`src/core/tsr4_pkg.sv`:
```
//////////////////////////////////////////////////////////////////////////////
// Behaviour
// Four bits share one clock, update together
// Either output disable floats all outputs
// Either data disable recirculates stored word
// Master reset clears word at once, asynchronously
// Only parallel load or hold on edges
// Output disables leave flip-flop operation untouched
// Rising edge updates; steady between edges
//////////////////////////////////////////////////////////////////////////////
package tsr4_pkg;

    localparam int          TSR4_WIDTH       = 4;
    localparam int          TSR4_ADDR_W      = 4;
    localparam int          TSR4_BUS_W       = 32;

    // Byte offsets of the software registers
    localparam logic [3:0]  TSR4_CTRL_OFS    = 4'h0;
    localparam logic [3:0]  TSR4_STATUS_OFS  = 4'h4;

    // Control register fields
    localparam int          TSR4_CTRL_DDIS   = 0;
    localparam int          TSR4_CTRL_ODIS   = 1;
    localparam int          TSR4_CTRL_W      = 2;
    localparam logic [1:0]  TSR4_CTRL_RST    = 2'h0;

    // Status register fields
    localparam int          TSR4_STAT_WORD   = 0;
    localparam int          TSR4_STAT_OE     = 4;
    localparam int          TSR4_STAT_HOLD   = 5;

    localparam logic [3:0]  TSR4_WORD_RST    = 4'h0;

endpackage : tsr4_pkg

```
`src/core/tsr4_bit.sv`:
```
module tsr4_bit
    import tsr4_pkg::*;
(
    input  wire logic core_clk,
    input  wire logic clr_n,
    input  wire logic hold,
    input  wire logic d,
    output logic      q
);

    // Feedback mux keeps the clock running while the bit holds
    logic next_q;

    always_comb begin
        next_q = hold ? q : d;
    end

    always_ff @(posedge core_clk or negedge clr_n) begin
        if (!clr_n) begin
            q <= 1'b0;
        end else begin
            q <= next_q;
        end
    end

endmodule : tsr4_bit

```
`src/core/tsr4_reg.sv`:
```
module tsr4_reg
    import tsr4_pkg::*;
#(
    parameter int WIDTH = TSR4_WIDTH
)
(
    input  wire logic                   core_clk,
    input  wire logic                   nrst,
    input  wire logic [WIDTH-1:0]       data_in,
    input  wire logic                   data_dis_a,
    input  wire logic                   data_dis_b,
    input  wire logic                   out_dis_a,
    input  wire logic                   out_dis_b,
    input  wire logic                   master_reset,
    output logic      [WIDTH-1:0]       q_out,
    output logic                        q_oe_n,
    input  wire logic [TSR4_ADDR_W-1:0] avs_address,
    input  wire logic                   avs_read,
    input  wire logic                   avs_write,
    input  wire logic [TSR4_BUS_W-1:0]  avs_writedata,
    output logic      [TSR4_BUS_W-1:0]  avs_readdata,
    output logic                        avs_waitrequest
);

    //////////////////////////////////////////////////////////////////////////
    // Reset release

    logic       rst_meta_n;
    logic       rst_n;

    always_ff @(posedge core_clk or negedge nrst) begin
        if (!nrst) begin
            rst_meta_n <= 1'b0;
            rst_n      <= 1'b0;
        end else begin
            rst_meta_n <= 1'b1;
            rst_n      <= rst_meta_n;
        end
    end

    //////////////////////////////////////////////////////////////////////////
    // Control gating

    logic [TSR4_CTRL_W-1:0] ctrl;
    logic                   hold;
    logic                   load;
    logic                   clr_n;
    logic [WIDTH-1:0]       word;

    // OR-gated disables; software bits join the pin pair
    assign hold   = data_dis_a | data_dis_b | ctrl[TSR4_CTRL_DDIS];
    assign load   = ~hold;
    assign q_oe_n = out_dis_a | out_dis_b | ctrl[TSR4_CTRL_ODIS];

    // Master reset bypasses the clock entirely
    assign clr_n  = rst_n & ~master_reset;

    //////////////////////////////////////////////////////////////////////////
    // Storage, one cell per bit on the shared clock

    for (genvar i = 0; i < WIDTH; i++) begin : g_bit
        tsr4_bit u_bit (
            .core_clk (core_clk),
            .clr_n    (clr_n),
            .hold     (hold),
            .d        (data_in[i]),
            .q        (word[i])
        );
    end

    // Word drives the pins regardless of enable; disables touch only q_oe_n
    assign q_out = word;

    //////////////////////////////////////////////////////////////////////////
    // Avalon-MM slave, one wait cycle per access

    logic                  ack;
    logic                  req;
    logic                  ctrl_hit;
    logic                  stat_hit;
    logic [TSR4_BUS_W-1:0] next_rdata;

    assign req             = avs_read | avs_write;
    assign avs_waitrequest = req & ~ack;
    assign ctrl_hit        = (avs_address == TSR4_CTRL_OFS);
    assign stat_hit        = (avs_address == TSR4_STATUS_OFS);

    always_ff @(posedge core_clk or negedge rst_n) begin
        if (!rst_n) begin
            ack <= 1'b0;
        end else begin
            ack <= req & ~ack;
        end
    end

    always_ff @(posedge core_clk or negedge rst_n) begin
        if (!rst_n) begin
            ctrl <= TSR4_CTRL_RST;
        end else if (avs_write && ack && ctrl_hit) begin
            ctrl <= avs_writedata[TSR4_CTRL_W-1:0];
        end
    end

    always_comb begin
        next_rdata = '0;
        if (ctrl_hit) begin
            next_rdata[TSR4_CTRL_W-1:0] = ctrl;
        end else if (stat_hit) begin
            next_rdata[TSR4_STAT_WORD +: TSR4_WIDTH] = word[TSR4_WIDTH-1:0];
            next_rdata[TSR4_STAT_OE]                 = ~q_oe_n;
            next_rdata[TSR4_STAT_HOLD]               = hold;
        end
    end

    // Captured in the wait cycle so data stand at the completing edge
    always_ff @(posedge core_clk or negedge rst_n) begin
        if (!rst_n) begin
            avs_readdata <= '0;
        end else if (avs_read && !ack) begin
            avs_readdata <= next_rdata;
        end
    end

    //////////////////////////////////////////////////////////////////////////
    // Checks

    logic [WIDTH-1:0] word_mid;

    // Mid-cycle snapshot to prove the word is steady between edges
    always_ff @(negedge core_clk or negedge clr_n) begin
        if (!clr_n) begin
            word_mid <= '0;
        end else begin
            word_mid <= word;
        end
    end
endmodule : tsr4_reg

```
`config.mk`:
```
export PLATFORM = sky130hd
export DESIGN_NAME = tsr4_reg
export DESIGN_NICKNAME = d
export VERILOG_FILES = /design/src/core/tsr4_pkg.sv /design/src/core/tsr4_bit.sv /design/src/core/tsr4_reg.sv
export SDC_FILE = /design/constraint.sdc
export NUM_CORES = 1
export LEC_CHECK = 0
export BUFFER_PORTS_ARGS = -buffer_cell sky130_fd_sc_hd__buf_4
export CAP_MARGIN = 20
export CORE_MARGIN = 2
export CORE_UTILIZATION = 35
export DETAILED_ROUTE_END_ITERATION = 8
export GPL_TIMING_DRIVEN = 1
export PLACE_DENSITY = 0.8
export SYNTH_ARGS = -nofsm -noshare
export SYNTH_HDL_FRONTEND = slang
export SYNTH_SLANG_ARGS = --single-unit
```
`constraint.sdc`:
```
create_clock -name core_clk -period 1.1 [get_ports core_clk]
set_clock_uncertainty 0.2 [all_clocks]
set_input_delay 0.11 -clock core_clk [delete_from_list [all_inputs] [get_ports core_clk]]
set_output_delay 0.11 -clock core_clk [all_outputs]
set_load 0.02 [all_outputs]
```
[After elaboration in Yosys (flattened, before gate mapping)]
Cells that the tools add are included.
Storage, ports and cells
  input bits: 49
  bits in registers: 15
  output and inout port bits: 38
Operators by class
  reduce and logical (&&, ||, !) cells: 5
  mux-type cells: 3
  bitwise operators: 10
  equal/unequal tests: 1
Operators with widths (count)
  $mux W6: 1
  $or A1 B1 Y1: 5
  $eq A4 B3 Y1 const B: 1
  $logic_not A4 Y1: 1
  $mux W4: 1
  $logic_and A1 B1 Y1: 3
  $not A1 Y1: 3
  $and A1 B1 Y1: 2
  $mux W2: 1
  $logic_not A1 Y1: 1

[Longest topological paths before layout]
Gate-level depths: netlist of the first run.
  word-level depth: 5
  depth in mapped cells: 4

[Hierarchy]
Synthesis of the first run repeated with hierarchy kept, for this count alone.
Unflattened totals
  cell total of the unflattened synthesis: 72
  area total of the unflattened synthesis: 823.3 sq um
Modules (own cells, without submodules)
  tsr4_reg: instances 1, cells an instance 64, seq. area each 275.3 sq um, area an instance 663.1 sq um
  tsr4_bit: instances 4, cells an instance 2, seq. area each 25.0 sq um, area an instance 40.0 sq um

[Worst setup path before layout of the first run]
No wires, ideal clock.
  path type: register to register
  start point: register ctrl[1]
  end point: register avs_readdata[4]
  setup time: 0.110 ns
  arrival: 1.114 ns
  stages on the path, launching flop included: 3
  clock period less this slack: 1.424 ns
  setup slack: -0.324 ns
  path buffers: 0
  data required time: 0.790 ns
  cells stage by stage: dfrtp_1 > or3_1 > o41ai_1
Between the ends
  cells in the longest elaborated chain, start to end: 4
Ends and longest elaborated chain
  start, declared: RTL line tsr4_reg.sv:44  | logic [TSR4_CTRL_W-1:0] ctrl;
  start signal, assigned: RTL line tsr4_reg.sv:100  | ctrl <= avs_writedata[TSR4_CTRL_W-1:0];
  $or A1 B1 Y1: RTL line tsr4_reg.sv:53  | assign q_oe_n = out_dis_a | out_dis_b | ctrl[TSR4_CTRL_ODIS];
  via q_oe_n: RTL line tsr4_reg.sv:16  | output logic q_oe_n,
  $not A1 Y1: RTL line tsr4_reg.sv:110  | next_rdata[TSR4_STAT_OE] = ~q_oe_n;
  $mux W6: RTL line tsr4_reg.sv:108  | end else if (stat_hit) begin
  $mux W4: RTL line tsr4_reg.sv:106  | if (ctrl_hit) begin
  end signal, assigned: RTL line tsr4_reg.sv:120  | avs_readdata <= next_rdata;
  end, declared: RTL line tsr4_reg.sv:21  | output logic [TSR4_BUS_W-1:0] avs_readdata,
The timed path passes the listed nets, and every way through them passes these cells.
A chain may end at the register's enable or synchronous reset.

[Final worst setup path of the first run]
  start point: register ctrl[1]
  end point: output port q_oe_n
Between the ends
  cells in the longest elaborated chain, start to end: 1
Ends and longest elaborated chain (RTL line)
  $or A1 B1 Y1: tsr4_reg.sv:53
  end, declared: tsr4_reg.sv:16
Every way passes these cells.

==> results of run 1 <==
[per-stage QoR]
stage,hold slack (ns),cell area [µm²],std cells
floorplan,-0.386,983,102
finish,-0.0317,1390,162
global route,-0.0267,1390,162
detailed placement,-0.306,1040,134
global placement,-0.307,1040,134
CTS,-0.0364,1340,160
[state kept, by name (all words and copies together), names as in the netlist]
register / flops
ack: 1
avs_readdata: 6
ctrl: 2
g_bit.u_bit.q: 4
rst_meta_n: 1
rst_n: 1
[worst max-delay path, cell delays in order (launching register included)]
cell     delay, ns
dfrtp_1       0.39
or3_4         0.33
buf_6         0.14
[power by group through the flow]
stage | combinational (mW) | sequential, mW | clock, mW
finish | 0.683 | 0.673 | 0.335
floorplan | 0.387 | 0.685 | 0
CTS | 0.636 | 0.671 | 0.333
detailed placement | 0.452 | 0.684 | 0
global placement | 0.445 | 0.682 | 0
global route | 0.729 | 0.682 | 0.355
[area by class of cell]
| class | instances | area (µm²) |
|---|---|---|
| fill | 165 | 862 |
| timing repair buffer | 59 | 518 |
| multi-input combinational | 54 | 429 |
| sequential | 15 | 375 |
| tap | 28 | 35.0 |
| clock buffer | 3 | 22.5 |
| inverter | 2 | 7.51 |
| clock inverter | 1 | 5.00 |
[layer usage]
| layer | up-vias | GRT usage | wire length [µm] |
|---|---|---|---|
| met2 | 43 | 0.290 | 1080 |
| met5 | - | 0 | 0 |
| met4 | 0 | 0.0769 | 36 |
| met1 | 310 | 0.162 | 662 |
| li1 | 312 | - | - |
| met3 | 5 | 0.0282 | 144 |
[repair_timing]
action,4_1_cts,5_1_grt
pin swaps,6,2
gates resized for setup,22,7
endpoints found under the hold margin,13,3
setup endpoints to repair,24,24
setup buffers,13,2
[how the worst max path moves through the flow]
stage | startpoint | end | slack, ns | depth (start not counted)
final | ctrl[1]$_DFFE_PN0P_ | q_oe_n | -0.37 | 2
after global routing | ctrl[1]$_DFFE_PN0P_ | q_oe_n | -0.40 | 2
after CTS | ctrl[1]$_DFFE_PN0P_ | q_oe_n | -0.38 | 2
after detailed placement | avs_address[3] | ctrl[1]$_DFFE_PN0P_ | -0.38 | 4
after global placement | avs_address[3] | ctrl[0]$_DFFE_PN0P_ | -0.36 | 4
after floorplan | ctrl[1]$_DFFE_PN0P_ | avs_readdata[4]$_DFFE_PN0P_ | -0.26 | 2
[synthesized netlist by cell type, types with 2 or more instances]
cell type	number	area share
nor3_2	2	0.024
mux2i_1	2	0.024
mux2_1	6	0.080
conb_1	2	0.0089
nand2_1	4	0.018
nor2_1	2	0.0089
buf_4	30	0.27
inv_1	2	0.0089
o31ai_1	2	0.018
a22o_1	3	0.031
dfrtp_1	15	0.44
[cell families after synthesis]
group	share of synthesized area
flip-flops	0.444
buffers and inverters	0.280
other	0.00888
AND/OR/NAND/NOR	0.105
multiplexers	0.104
AO/OA/AOI/OAI	0.0592
==> impl_metrics.csv, run 1 <==
group,metric,value,unit
critical_path,timing.critical_path.arrival,1.16,ns
die,initial_utilization,0.375,
die,row_count,17,
yosys,synth-edff-count,0,
hold_path,hold_path_class,"in2reg",
sta,setup-tns-final,-3.25,ns
yosys,netlist-cell-type-count,18,
yosys,synth-seq-area-share,0.444,
finish,finish.utilization,0.618,
finish,mostFrequentLayoutCell,"buf_4",
drt,route.detailed.wl_per_inst,11.8,µm
status,status,"complete, but fails checks",
global_routing,maximum_number_of_pins_on_one_net_before_global_route_repair,10,
finish,diodes_inserted,0,
run,cap_violations,0,
drt,ant_nets,0,
yosys,synth_area_per_cell,11.0,µm²
critical_path,worst_path_fanout_max,2,
critical_path,reg2reg_to,"avs_readdata[4]$_DFFE_PN0P_",
drt,avgViaCountPerCell,4.14,
die,die_y,53.2,µm
power,sw_frac,0.339,
yosys,synth-seq-cells,15,
drt,via_count,670,
sta,fin_ws,-0.367,ns
finish,num-nets-final,184,
yosys,synth.yosys.warnings,0,
place,place.gp.congestion,0.710,
yosys,synth_async_sr_flop_share,1.00,
sta,finalHoldViolations,8,
finish,most-common-layout-cells,"buf_4 (36), conb_1 (27), dfrtp_1 (15), buf_6 (14), dlygate4sd3_1 (9)",
yosys,netlist_area,846,µm²
critical_path,r2r_slack,-0.23,ns
hold_path,timing.hold.worst.start,"out_dis_b",
critical_path,worst_ep_required_time,0.79,ns
power,report.power.total,1.69,mW
power,switchingPower,0.573,mW
sta,final_max_slew_viol_count,0,
power,clock_share_of_power,0.198,
finish,final_layout_size_suffix_gt1_frac,0.560,
global_routing,vias_in_the_first_global_route,688,
clocking,hold_buffers,9,
sta,setup_viol_count_final,24,
sta,rsz0062_at_grt,"true",
die,die_w,53.2,µm
yosys,dominantRegCellSynth,"dfrtp_1",
clocking,cts_root_buffer,"clkbuf_4",
clocking,cts.reportedPaths.clkPinSlew,0.09,ns
place,place.detailed.hpwl,1.23,mm
sta,max_freq,681,MHz
place,port_buffers,30,
global_routing,grt_first_pass_wirelength,3.06,mm
global_routing,grt.total_usage,0.154,
drt,iteration_count_of_the_initial_detailed_routing_pass,2,
power,power.leakage,0.732,nW
clocking,cts_tree,"built",
clocking,htree_num_levels,1,
drt,drt-initial-drc-count,2,
global_routing,gr-total-overflow,0,
sta,final_min_period_over_clock_period,1.33,
yosys,synth_cells,77,
power,pwrdens,1210,mW/mm²
hold_path,min_to,"avs_readdata[4]$_DFFE_PN0P_",
critical_path,r2r_cells,3,
critical_path,start_kind,"flop",
clocking,clkLatencyLatePin,0.30,ns
power,power.sequential.fraction,0.398,
critical_path,path_class,"reg2out",
clocking,cts_inserted_buffers,3,
critical_path,reg2reg_from,"ctrl[1]$_DFFE_PN0P_",
power,worst_ir_drop_vdd,917,µV
clocking,clock_sinks,15,
die,design.core.area,0.00225,mm²
sta,whs,-0.0317,ns
global_routing,grt_antenna_before_repair,0,
hold_path,holdPathStages,4,
critical_path,element_type_at_the_critical_path_end,"output pin",
place,dp_slack,-0.378,ns
power,internal_power,1.12,mW
status,violations_in_the_final_reports,"hold timing, setup timing",
die,io-pin-count,87,
finish,layout-area-overhead-vs-synth,64.6,%
sta,layout_min_cycle_time,1.47,ns
power,comb_power_share,0.404,
clocking,max-clock-path-buffers,2,
drt,route.detailed.drc,0,
die,die_area,0.00283,mm²
drt,wl,1.92,mm
Note: power is estimated with default switching activity, not from simulation.
==> run 2: changes to the inputs <==
Settings changed: ABC_CLOCK_PERIOD_IN_PS from default to 1100, CORE_UTILIZATION 35 to 36, CTS_BUF_LIST from default to sky130_fd_sc_hd__clkbuf_2 sky130_fd_sc_hd__clkbuf_4 sky130_fd_sc_hd__clkbuf_8, PLACE_DENSITY 0.8 to 0.82.
==> run 2 against run 1 <==
Register-to-register slack lost 0.20 ns; sequential power grew 0.7%; clock power grew 1%; design area grew 0.81%; the flow still finishes with violations (hold timing, setup timing); critical endpoint unchanged; routed wire length grew 10%; combinational power grew 5.1%; via count grew 4.5%; non-clock buffer count shrank 1; first-iteration DRC count is the same; maximum frequency shrank 6.0%; final cell count shrank 0.62%.
==> impl_metrics.csv, run 2 (synthesis results as in run 1) <==
group,metric,value,unit
finish,most-common-layout-cells,"buf_4 (33), conb_1 (27), buf_6 (16), dfrtp_1 (15), dlygate4sd3_1 (9)",
sta,whs,-0.0557,ns
global_routing,maximum_number_of_pins_on_one_net_before_global_route_repair,10,
hold_path,hold_path_class,"in2reg",
place,place.detailed.hpwl,1.24,mm
clocking,clock_sinks,15,
place,place_area,0.00106,mm²
finish,largest_registers,"avs_readdata: 6 flops, g_bit.u_bit.q: 4 flops, ctrl: 2 flops",
drt,detailroute.wirelength.met2,1.10,mm
power,sw_frac,0.327,
global_routing,grt_antenna_before_repair,0,
critical_path,max_stage_delay,0.39,ns
die,die_area,0.00275,mm²
run,cap_violations,0,
hold_path,timing.hold.worst.start,"avs_write",
drt,drt-initial-drc-count,2,
drt,via_count,700,
finish,layout-area-overhead-vs-synth,66.0,%
global_routing,grt.total_usage,0.165,
clocking,cts.reportedPaths.clkPinSlew,0.08,ns
sta,layout_min_cycle_time,1.56,ns
global_routing,vias_in_the_first_global_route,684,
sta,final_max_slew_viol_count,0,
power,switchingPower,0.567,mW
clocking,cts_inserted_buffers,3,
power,worst_ir_drop_vdd,1020,µV
place,dp_slack,-0.376,ns
die,design.core.area,0.00221,mm²
drt,wl,2.11,mm
die,io-pin-count,87,
critical_path,critPathLaunch,"ctrl[1]$_DFFE_PN0P_",
finish,design_area,0.00140,mm²
die,die_y,52.5,µm
critical_path,worst_path_fanout_max,2,
critical_path,reg2reg_from,"ctrl[1]$_DFFE_PN0P_",
finish,num-nets-final,183,
power,power.leakage,0.746,nW
critical_path,element_type_at_the_critical_path_end,"output pin",
drt,highest-signal-layer,"met4",
critical_path,worst_ep_required_time,0.79,ns
power,internal_power,1.17,mW
sta,fin_ws,-0.461,ns
finish,finish.utilization,0.635,
clocking,htree_num_levels,1,
drt,met1_length,802,µm
drt,routed_length_on_met3,165,µm
finish,final_layout_size_suffix_gt1_frac,0.541,
place,placedCellCount,136,
sta,rsz0062_at_grt,"true",
power,clock_share_of_power,0.196,
global_routing,gr-total-overflow,0,
drt,avgViaCountPerCell,4.35,
drt,route.detailed.drc,0,
critical_path,cp_common_cell,"buf_6",
global_routing,grt_first_pass_wirelength,3.17,mm
sta,final_min_period_over_clock_period,1.42,
critical_path,cpMaxStageDelayCell,"dfrtp_1",
critical_path,critPathTopFamily,"flip-flops",
finish,instances_no_fill,161,
drt,ant_nets,0,
critical_path,start_kind,"flop",
sta,setup-tns-final,-3.87,ns
sta,max_freq,641,MHz
die,die_w,52.5,µm
power,comb_power_share,0.414,
place,place.gp.congestion,0.730,
critical_path,timing.critical_path.arrival,1.25,ns
clocking,cts_tree,"built",
critical_path,path_class,"reg2out",
critical_path,r2r_slack,-0.43,ns
power,power.sequential.fraction,0.391,
drt,route.detailed.wl_per_inst,13.1,µm
status,violations_in_the_final_reports,"hold timing, setup timing",
sta,setup_viol_count_final,24,
status,status,"complete, but fails checks",
die,initial_utilization,0.382,
finish,largest_register_ffs,6,
clocking,max-clock-path-buffers,2,
power,pwrdens,1240,mW/mm²
finish,largest_register,"avs_readdata",
sta,finalHoldViolations,2,
clocking,clkLatencyLatePin,0.29,ns
drt,iteration_count_of_the_initial_detailed_routing_pass,4,
clocking,cts_root_buffer,"clkbuf_4",
finish,diodes_inserted,0,
place,port_buffers,30,
die,row_count,17,
critical_path,cp_cell_sequence,"or3_4, buf_6, buf_6",
critical_path,worstPathBufferInverterCount,2,
clocking,hold_buffers,9,
finish,mostFrequentLayoutCell,"buf_4",
[run 2: cell type report]
| type | instances | area, µm² |
|---|---|---|
| Clock buffer | 4 | 30.0 |
| Fill cell | 144 | 808 |
| Inverter | 2 | 7.51 |
| Tap cell | 28 | 35.0 |
| Sequential cell | 15 | 375 |
| Timing Repair Buffer | 58 | 518 |
| Multi-Input combinational cell | 54 | 438 |
[run 2: worst register-to-register path: cells and delay by family (launching register included)]
kind | cells | cell delay [ns]
compound gates | 1 | 0.26
buf+inv | 2 | 0.26
flops | 1 | 0.39
simple gates | 1 | 0.34
[run 2: power by group through the flow]
stage | logic, mW | registers [mW] | clock network [mW]
after detailed placement | 0.470 | 0.685 | 0
final | 0.718 | 0.678 | 0.339
after CTS | 0.628 | 0.670 | 0.348
after global routing | 0.761 | 0.683 | 0.377
after global placement | 0.462 | 0.680 | 0
after floorplan | 0.387 | 0.685 | 0
[run 2: repair_timing]
| action | in CTS | in global routing |
|---|---|---|
| endpoints found under the setup margin | 24 | 24 |
| resized for setup | 20 | 10 |
| buffers inserted | 8 | 4 |
| pin swaps | 6 | 2 |
| endpoints found under the hold margin | 15 | 3 |
[run 2: worst paths after layout]
path,end,cells after the start
max,q_oe_n,3
min in group asynchronous,avs_readdata[0]$_DFFE_PN0P_,1
min reg2reg,avs_readdata[0]$_DFFE_PN0P_,1
max reg2reg,avs_readdata[4]$_DFFE_PN0P_,4
min,ack$_DFF_PN0_,3
max in group asynchronous,rst_n$_DFF_PN0_,3
[run 2: per-layer routing]
metal  GRT usage  up-vias
met5           0        -
met4      0.0769        0
met3      0.0200        5
met2       0.302       57
met1       0.188      326
li1            -      312
[run 2: stage by stage]
stage	hold WS [ns]	power, mW
2_1_floorplan	-0.386	1.07
5_1_grt	-0.0539	1.82
3_5_place_dp	-0.306	1.15
3_3_place_gp	-0.308	1.14
4_1_cts	-0.0939	1.65
6_report	-0.0557	1.74
